## src/pcr_pkg.sv

```systemverilog
package pcr_pkg;
	// ------------------------------------------------
	// register offsets (byte addresses)
	// ------------------------------------------------
	localparam logic [7:0] PCR_CTRL_OFF = 8'h00;
	localparam logic [7:0] PCR_STAT_OFF = 8'h04;
	// ------------------------------------------------
	// control field positions
	// ------------------------------------------------
	localparam int PCR_IRQ_EN_BIT = 26;
	localparam int PCR_FILT_EN_BIT = 25;
	localparam int PCR_FCNT_HI = 24;
	localparam int PCR_FCNT_LO = 17;
	localparam int PCR_EDGE_BIT = 11;
	localparam int PCR_BOR_HI = 10;
	localparam int PCR_BOR_LO = 9;
	localparam int PCR_THR_HI = 8;
	localparam int PCR_THR_LO = 5;
	localparam int PCR_MON_EN_BIT = 4;
	localparam int PCR_DBG_CLR_BIT = 3;
	localparam int PCR_WAKE_CLR_BIT = 2;
	localparam int PCR_MODE_BIT = 1;
	localparam int PCR_WDG_BIT = 0;
	// ------------------------------------------------
	// status field positions
	// ------------------------------------------------
	localparam int PCR_ST_WAKE_BIT = 0;
	localparam int PCR_ST_DBG_BIT = 1;
	localparam int PCR_ST_MON_BIT = 2;
	// ------------------------------------------------
	// reset values and masks
	// ------------------------------------------------
	localparam logic [31:0] PCR_CTRL_RESET = 32'h0000_0601;
	localparam logic [31:0] PCR_CTRL_WMASK = 32'h07fe_0ff3;
	localparam logic [31:0] PCR_BOR_MASK = 32'h0000_0600;
	// ------------------------------------------------
	// timing counts
	// ------------------------------------------------
	localparam int PCR_WAKE_CLR_CYC = 2;
endpackage

```

## src/pcr_power_control.sv

```systemverilog
// Functional notes
// - bit 26 gates monitor interrupt
// - bit 25 enables monitor output filter
// - bits 24:17 filter width in low-speed periods
// - bit 11 selects reset pin edge
// - bits 10:9 stop brown-out level, POR-only clear
// - bits 8:5 monitor threshold select
// - bit 4 enables voltage monitor
// - wake clear acts two cycles after write
// - wake clear bit reads zero
// - deep sleep: stop or power-down by bit 1
// - bit 0 gates watchdog reset request
// - debug clear bit clears flag, reads zero
// - wake pin event sets wake flag
// - monitor output valid only when enabled
`timescale 1ns/1ps
`default_nettype none
module pcr_power_control
	import pcr_pkg::*;
(
	// clock and resets
	input wire logic clk_i,
	input wire logic rst_i,
	input wire logic core_por_i,
	// wishbone slave
	input wire logic cyc_i,
	input wire logic stb_i,
	input wire logic we_i,
	input wire logic [7:0] adr_i,
	input wire logic [3:0] sel_i,
	input wire logic [31:0] dat_i,
	output logic [31:0] dat_o,
	output logic ack_o,
	// monitor and low-speed clock pins
	input wire logic monitor_cmp_i,
	input wire logic low_speed_oscillator_i,
	// same-clock events
	input wire logic cpu_deep_sleep_signal_i,
	input wire logic wake_pin_event_i,
	input wire logic debug_pd_entry_i,
	input wire logic watchdog_reset_req_i,
	// control outputs
	output logic stop_mode_o,
	output logic power_down_mode_o,
	output logic watchdog_sys_reset_o,
	output logic reset_pin_edge_select_o,
	output logic [1:0] stop_brownout_level_o,
	output logic [3:0] monitor_threshold_select_o,
	output logic voltage_monitor_enable_o,
	output logic voltage_monitor_irq_o,
	output logic voltage_monitor_output_o,
	output logic wake_event_flag_o,
	output logic debug_powerdown_flag_o
);
	import pcr_pkg::*;

	// ------------------------------------------------
	// state
	// ------------------------------------------------
	typedef struct packed {
		logic [31:0] ctrl;
		logic ack;
		logic [31:0] rdata;
		logic [1:0] clr_pipe;
		logic wake_f;
		logic dbg_f;
		logic cmp_m;
		logic cmp_s;
		logic lsi_m;
		logic lsi_s;
		logic lsi_p;
		logic [7:0] run;
		logic filt;
		logic irq;
		logic stop;
		logic pd;
		logic wdrst;
	} pcr_state_t;

	pcr_state_t s_q;
	pcr_state_t s_d;

	logic req;
	logic wr_ctrl;
	logic lsi_rise;
	logic [7:0] fcnt;
	logic [31:0] wval;

	function automatic logic [31:0] pcr_merge(input logic [31:0] old, input logic [31:0] nw,
		input logic [3:0] sel);
		logic [31:0] r;
		r = old;
		for (int i = 0; i < 4; i++) begin
			if (sel[i]) begin
				r[i*8 +: 8] = nw[i*8 +: 8];
			end
		end
		return r;
	endfunction

	// ------------------------------------------------
	// next state
	// ------------------------------------------------
	always_comb begin
		s_d = s_q;
		req = cyc_i && stb_i;
		wr_ctrl = req && we_i && s_q.ack && (adr_i == PCR_CTRL_OFF);
		lsi_rise = s_q.lsi_s && !s_q.lsi_p;
		fcnt = s_q.ctrl[PCR_FCNT_HI:PCR_FCNT_LO];
		wval = pcr_merge(32'h0000_0000, dat_i, sel_i);
		// bus handshake, one cycle to answer
		s_d.ack = req && !s_q.ack;
		s_d.rdata = 32'h0000_0000;
		if (req && !s_q.ack && !we_i) begin
			if (adr_i == PCR_CTRL_OFF) begin
				s_d.rdata = s_q.ctrl;
			end else if (adr_i == PCR_STAT_OFF) begin
				s_d.rdata[PCR_ST_WAKE_BIT] = s_q.wake_f;
				s_d.rdata[PCR_ST_DBG_BIT] = s_q.dbg_f;
				s_d.rdata[PCR_ST_MON_BIT] = s_q.filt;
			end
		end
		// control write, reserved and clear bits not stored
		if (wr_ctrl) begin
			s_d.ctrl = (pcr_merge(s_q.ctrl, dat_i, sel_i) & PCR_CTRL_WMASK)
				| (PCR_CTRL_RESET & ~PCR_CTRL_WMASK);
		end
		// wake flag clear pipeline
		s_d.clr_pipe = {s_q.clr_pipe[0], wr_ctrl && wval[PCR_WAKE_CLR_BIT]};
		if (s_q.clr_pipe[PCR_WAKE_CLR_CYC-1]) begin
			s_d.wake_f = 1'b0;
		end
		if (wake_pin_event_i) begin
			s_d.wake_f = 1'b1;
		end
		if (wr_ctrl && wval[PCR_DBG_CLR_BIT]) begin
			s_d.dbg_f = 1'b0;
		end
		if (debug_pd_entry_i) begin
			s_d.dbg_f = 1'b1;
		end
		// synchronisers
		s_d.cmp_m = monitor_cmp_i;
		s_d.cmp_s = s_q.cmp_m;
		s_d.lsi_m = low_speed_oscillator_i;
		s_d.lsi_s = s_q.lsi_m;
		s_d.lsi_p = s_q.lsi_s;
		// monitor filter
		if (!s_q.ctrl[PCR_MON_EN_BIT]) begin
			s_d.filt = 1'b0;
			s_d.run = 8'h00;
		end else if (!s_q.ctrl[PCR_FILT_EN_BIT] || fcnt == 8'h00) begin
			s_d.filt = s_q.cmp_s;
			s_d.run = 8'h00;
		end else if (s_q.cmp_s == s_q.filt) begin
			s_d.run = 8'h00;
		end else if (lsi_rise) begin
			if (8'(s_q.run + 8'h01) >= fcnt) begin
				s_d.filt = s_q.cmp_s;
				s_d.run = 8'h00;
			end else begin
				s_d.run = 8'(s_q.run + 8'h01);
			end
		end
		s_d.irq = s_q.ctrl[PCR_MON_EN_BIT] && s_q.ctrl[PCR_IRQ_EN_BIT] && s_q.filt;
		// deep sleep mode choice
		s_d.stop = cpu_deep_sleep_signal_i && !s_q.ctrl[PCR_MODE_BIT];
		s_d.pd = cpu_deep_sleep_signal_i && s_q.ctrl[PCR_MODE_BIT];
		s_d.wdrst = watchdog_reset_req_i && s_q.ctrl[PCR_WDG_BIT];
	end

	// ------------------------------------------------
	// registers
	// ------------------------------------------------
	always_ff @(posedge clk_i) begin
		if (core_por_i) begin
			s_q <= '0;
			s_q.ctrl <= PCR_CTRL_RESET;
		end else if (rst_i) begin
			s_q <= '0;
			s_q.ctrl <= (PCR_CTRL_RESET & ~PCR_BOR_MASK) | (s_q.ctrl & PCR_BOR_MASK);
			s_q.wake_f <= s_q.wake_f;
			s_q.dbg_f <= s_q.dbg_f;
		end else begin
			s_q <= s_d;
		end
	end

	// ------------------------------------------------
	// outputs
	// ------------------------------------------------
	assign dat_o = s_q.rdata;
	assign ack_o = s_q.ack;
	assign stop_mode_o = s_q.stop;
	assign power_down_mode_o = s_q.pd;
	assign watchdog_sys_reset_o = s_q.wdrst;
	assign reset_pin_edge_select_o = s_q.ctrl[PCR_EDGE_BIT];
	assign stop_brownout_level_o = s_q.ctrl[PCR_BOR_HI:PCR_BOR_LO];
	assign monitor_threshold_select_o = s_q.ctrl[PCR_THR_HI:PCR_THR_LO];
	assign voltage_monitor_enable_o = s_q.ctrl[PCR_MON_EN_BIT];
	assign voltage_monitor_irq_o = s_q.irq;
	assign voltage_monitor_output_o = s_q.filt;
	assign wake_event_flag_o = s_q.wake_f;
	assign debug_powerdown_flag_o = s_q.dbg_f;
endmodule
`default_nettype wire

```

## config.mk

```make
export PLATFORM = sky130hd
export DESIGN_NAME = pcr_power_control
export DESIGN_NICKNAME = d
export VERILOG_FILES = /design/src/pcr_pkg.sv /design/src/pcr_power_control.sv
export SDC_FILE = /design/constraint.sdc
export NUM_CORES = 1
export LEC_CHECK = 0
export ABC_AREA = 1
export BUFFER_PORTS_ARGS = -buffer_cell sky130_fd_sc_hd__buf_4
export CAP_MARGIN = 0
export CORE_MARGIN = 10
export CORE_UTILIZATION = 45
export CTS_CLUSTER_SIZE = 24
export DETAILED_ROUTE_END_ITERATION = 6
export HOLD_SLACK_MARGIN = 0.03
export MAX_ROUTING_LAYER = met4
export PLACE_DENSITY = 0.76
export SKIP_LAST_GASP = 1
export SLEW_MARGIN = 25
export SYNTH_ARGS = -nofsm -noshare
export SYNTH_HDL_FRONTEND = slang
export SYNTH_SLANG_ARGS = --single-unit
```

## constraint.sdc

```tcl
create_clock -name clk_i -period 2.4 [get_ports clk_i]
set_input_delay 0.24 -clock clk_i [delete_from_list [all_inputs] [get_ports clk_i]]
set_output_delay 0.24 -clock clk_i [all_outputs]
set_load 0.005 [all_outputs]
```

Word-level counts from Yosys, hierarchy flattened
Index checks and enable logic that the tools add are counted.
- bits in registers: 64
- input port bits: 56
- output and inout port bits: 48
- logic and storage cells: 85
- $add $sub $neg: 1
- order comparisons: 1
- equality and inequality tests: 3
- muxes and demuxes: 12
- bitwise gates (word level): 5
- reductions and logical operators: 40
- operator list (kind ; number):
    8-bit logical NOT ; 2
    1-bit logical AND ; 14
    2-bit AND reduction ; 6
    5-bit OR reduction ; 2
    9-bit two-way mux ; 1
    8-bit by 1-bit adder with 8-bit output (second input constant) ; 1
    8-bit by 3-bit equality test with 1-bit output (second input constant) ; 1
    8-bit >= comparator ; 1
    8-bit two-way mux ; 1
    2-bit nonzero test ; 4
    1-bit two-way mux ; 7
    3-bit AND reduction ; 2
    3-bit OR reduction ; 2
    1-bit logical NOT ; 5
    1-bit inverter ; 5
    2-bit two-way mux ; 2
    4-bit two-way mux ; 1
    4-bit OR reduction ; 1
    2-bit inequality test (second input constant) ; 1
    2-bit OR reduction ; 1
    1-bit equality test ; 1
    1-bit logical OR ; 1

Logic depth before layout (Yosys ltp)
- word-level depth: 7
- gate-level depth with buffers: 16
- gate-level depth less buffers: 16

Worst setup path after synthesis
Ideal clock, no wire load.
- kind: flip-flop to flip-flop
- start point: register s_q[5] (netlist name)
- end point: register s_q[10] (netlist name)
- setup time: 0.073 ns
- arrival time: 1.847 ns
- required time: 2.327 ns
- setup slack: 0.480 ns
- stages on the path, launching flop included: 12
- buffers on the path: 0
- clock period less this slack: 1.920 ns
- cell sequence: dfxtp_1 ha_1 nand3_1 nand3b_1 xor2_1 ha_1 nand2_1 o21a_1 nand2_1 nor2_2 nand2_1 a21oi_1
- longest elaborated chain between the ends: 3
- RTL lines (element ; RTL line ; source):
    from (decl) ; pcr_power_control.sv:80 ; pcr_state_t s_q;
    8-bit by 1-bit adder with 8-bit output (*) ; pcr_power_control.sv:158, pcr_power_control.sv:162 ;
    8-bit >= comparator ; pcr_power_control.sv:158 ; if (8'(s_q.run + 8'h01) >= fcnt) begin
    8-bit two-way mux (*) ; pcr_power_control.sv:158 ;
Mark *: on every way between the ends. The rest lies on a longest branch, timed or not.
A chain may end at the register's enable or synchronous reset.

Final worst setup path
- start point: register s_q[5] (netlist name)
- end point: register s_q[6] (netlist name)
The elaborated chain is that of the path after synthesis.

==> results.ini <==
[synthesis]
synthFlopType=dfxtp_1
yosys_warnings=0
ys_types=34
synth_compound_area_share_pct=5.98
synthSimpleGateAreaFrac_pct=25.2
synth_edf_count=0
syn_area_per_cell_um2=7.82
synth_top_cell_area_share_pct=45.0
yosysSeqAreaShare_pct=45.0
synth_cells=364
ys_seq_elements=64
async_reset_ff_share_pct=0
synthTopCellsByArea=dfxtp_1, buf_4, nor2_1, nand2_1, inv_1
muxShareOfSynthArea_pct=0
yosys.area.top_type=dfxtp_1
synthAdderAreaFrac_pct=3.96
synth.cell_area_um2=2850
synthXorXnorAreaFrac_pct=2.15
synth_top_family_by_area=simple AND/OR/NAND/NOR gates

[global_route]
grt_overflow=0
track_usage_pct=13.5
grt_pass1_wl_mm=10.4
antenna_found_initial=0
grt_pass1_vias=2196
grt_max_degree=22

[route]
wl_mm=6.45
via_count=2312
dr.first_iter.drc_count=68
ant_nets=0
wire_per_inst_um=12.8
drc=0
drt_first_pass_iters=4
avgViaCountPerCell=4.58

[layout]
nets=490
fin_area_um2=3500
layout-drive-gt1-share_pct=25.6
synthToLayoutAreaGrowth_pct=23.1
antenna_cells=0

[clock_tree]
holdBufCountCts=0
postCtsResizedCells=0
clk_latency_ns=0.35
cts_tree=done
cts_buffers=9
postCtsSetupBuffers=0
cts_buffer_depth=2
clock-root-buffer=clkbuf_8
clkTransAtPathRegs_ns=0.07
htree_levels=3
cts_sinks=64

[placement]
placed_area_um2=3290
dpl_worst_slack_ns=0.158
io_buffers=82
place_hpwl_mm=5.11
routabilityCongestion=0.816

[sta]
fmaxAchievable_mhz=458
skew_ns=0.0105
whs_ns=0.0881
setup_viol=0
report.final.hold_viol_count=0
fin_crit_sh_pct=91.0
tightest_slew_ns=0.710
setup_ws_ns=0.215
fin_tns_setup_ns=0
min_period_ns=2.18
relSlewSlack_pct=52.5
finalMaxSlewViolations=0

[die]
num_io_pins=104
start_util_pct=47.2
dieHeight_um=99.5
core_um2=6030
die_w_um=99.5
rows=28
die_area_um2=9900

[critical_path]
cp_data_arrival_time_ns=2.45
cp-end-kind=flip-flop
crit_fanout=7
required_ns=2.67
r2r_setup_slack_ns=0.22
cp-start-kind=flip-flop
path_class=reg -> reg

[worst_hold_path]
hold_path_class=in -> reg

[status]
status=finished clean

[run]
drv_cap=0

[power]
ir_worst_vdd_uv=605
power_mw=2.11
power_density_nw_per_um2=604
power_leakage_nw=1.70

==> stage by stage <==
step / utilization, % / instances
final: 58.1 / 505
after global routing: 58.1 / 505
after CTS: 58.1 / 505
after detailed placement: 54.6 / 489
after global placement: 54.6 / 489
after floorplan: - / 374
==> logic make-up after synthesis <==
| kind of cell | count (synthesis) |
|---|---|
| xor gates and xnor gates | 7 |
| buffers and inverters | 94 |
| adders and majority gates | 9 |
| AOI/OAI and AO/OA | 32 |
| other | 1 |
| and+or+nand+nor | 157 |
| DFF | 64 |
==> layout by cell type, fill, tap and decap left out, drive strengths merged <==
| cell | Yosys | routed |
|---|---|---|
| o21a | 1 | 1 |
| bufinv | 0 | 1 |
| nor3 | 4 | 4 |
| or2 | 2 | 2 |
| xnor2 | 2 | 2 |
| o21ai | 19 | 19 |
| o211ai | 1 | 1 |
| nand4 | 4 | 4 |
| conb | 1 | 11 |
| nand3b | 1 | 1 |
| nor4 | 2 | 2 |
| clkinv | 1 | 5 |
| nand3 | 11 | 11 |
| and2 | 1 | 1 |
| ha | 9 | 9 |
| a32o | 1 | 1 |
| nor2 | 80 | 80 |
| inv | 50 | 50 |
| buf | 41 | 83 |
| clkinvlp | 0 | 1 |
| nor4b | 1 | 1 |
| dfxtp | 64 | 64 |
| xor2 | 5 | 5 |
| clkbuf | 2 | 10 |
| nand2 | 51 | 51 |
| a21oi | 10 | 10 |
==> critical path, stage by stage (launching register included) <==
cell and delay (ns):
dfxtp_1 0.38, ha_1 0.21, nand3_1 0.13, nand3b_1 0.20, xor2_1 0.21, ha_1 0.27
nand2_1 0.08, o21a_1 0.14, nand2_1 0.11, nor2_4 0.18, nand2_1 0.09, a21oi_1 0.12
==> cells in the mapped netlist, types with 3 or more instances <==
library cell / n
buf_4: 38
buf_2: 3
inv_1: 48
dfxtp_1: 64
nand4_1: 4
a21oi_1: 10
nand3_1: 11
ha_1: 9
nor3_1: 3
nand2_1: 50
o21ai_0: 16
nor2_1: 75
xor2_1: 5
o21ai_1: 3
==> report_power, final <==
part / switching (mW) / total (mW) / internal, mW
clock network: 0.430 / 0.940 / 0.511
logic: 0.0425 / 0.103 / 0.0605
registers: 0.00388 / 1.07 / 1.07
==> path summary, 6_finish.rpt <==
check	to	from	cells past startpoint
setup / recovery	s_q[6]	s_q[5]	11
hold reg to reg	s_d[13]	s_d[14]	2
setup reg to reg	s_q[6]	s_q[5]	11
hold / removal	debug_powerdown_flag_o	debug_pd_entry_i	3
==> routing by layer <==
layer,wire length (um),GRT usage (%),vias up
li1,-,-,1197
met1,2750,14.1,1039
met2,3160,21.8,67
met3,412,4.01,9
met4,123,8.49,0
met5,0,-,-
==> state kept, by name, indices dropped and copies added (netlist names) <==
register and flops:
dat_o 21, s_q 15, fcnt 8, monitor_threshold_select_o 4, s_d 4, stop_brownout_level_o 2, ack_o 1, debug_powerdown_flag_o 1
power_down_mode_o 1, reset_pin_edge_select_o 1, stop_mode_o 1, voltage_monitor_enable_o 1, voltage_monitor_irq_o 1, voltage_monitor_output_o 1, wake_event_flag_o 1, watchdog_sys_reset_o 1
==> layout make-up <==
type / instances / area [um^2]
fill: 543 / 2520
sequential: 64 / 1280
tap: 75 / 93.8
multi-input combinational: 216 / 1110
inverter: 51 / 191
timing repair buffer: 83 / 623
clock buffer: 10 / 138
clock inverter: 6 / 68.8
Note: power is estimated with default switching activity, not from simulation.
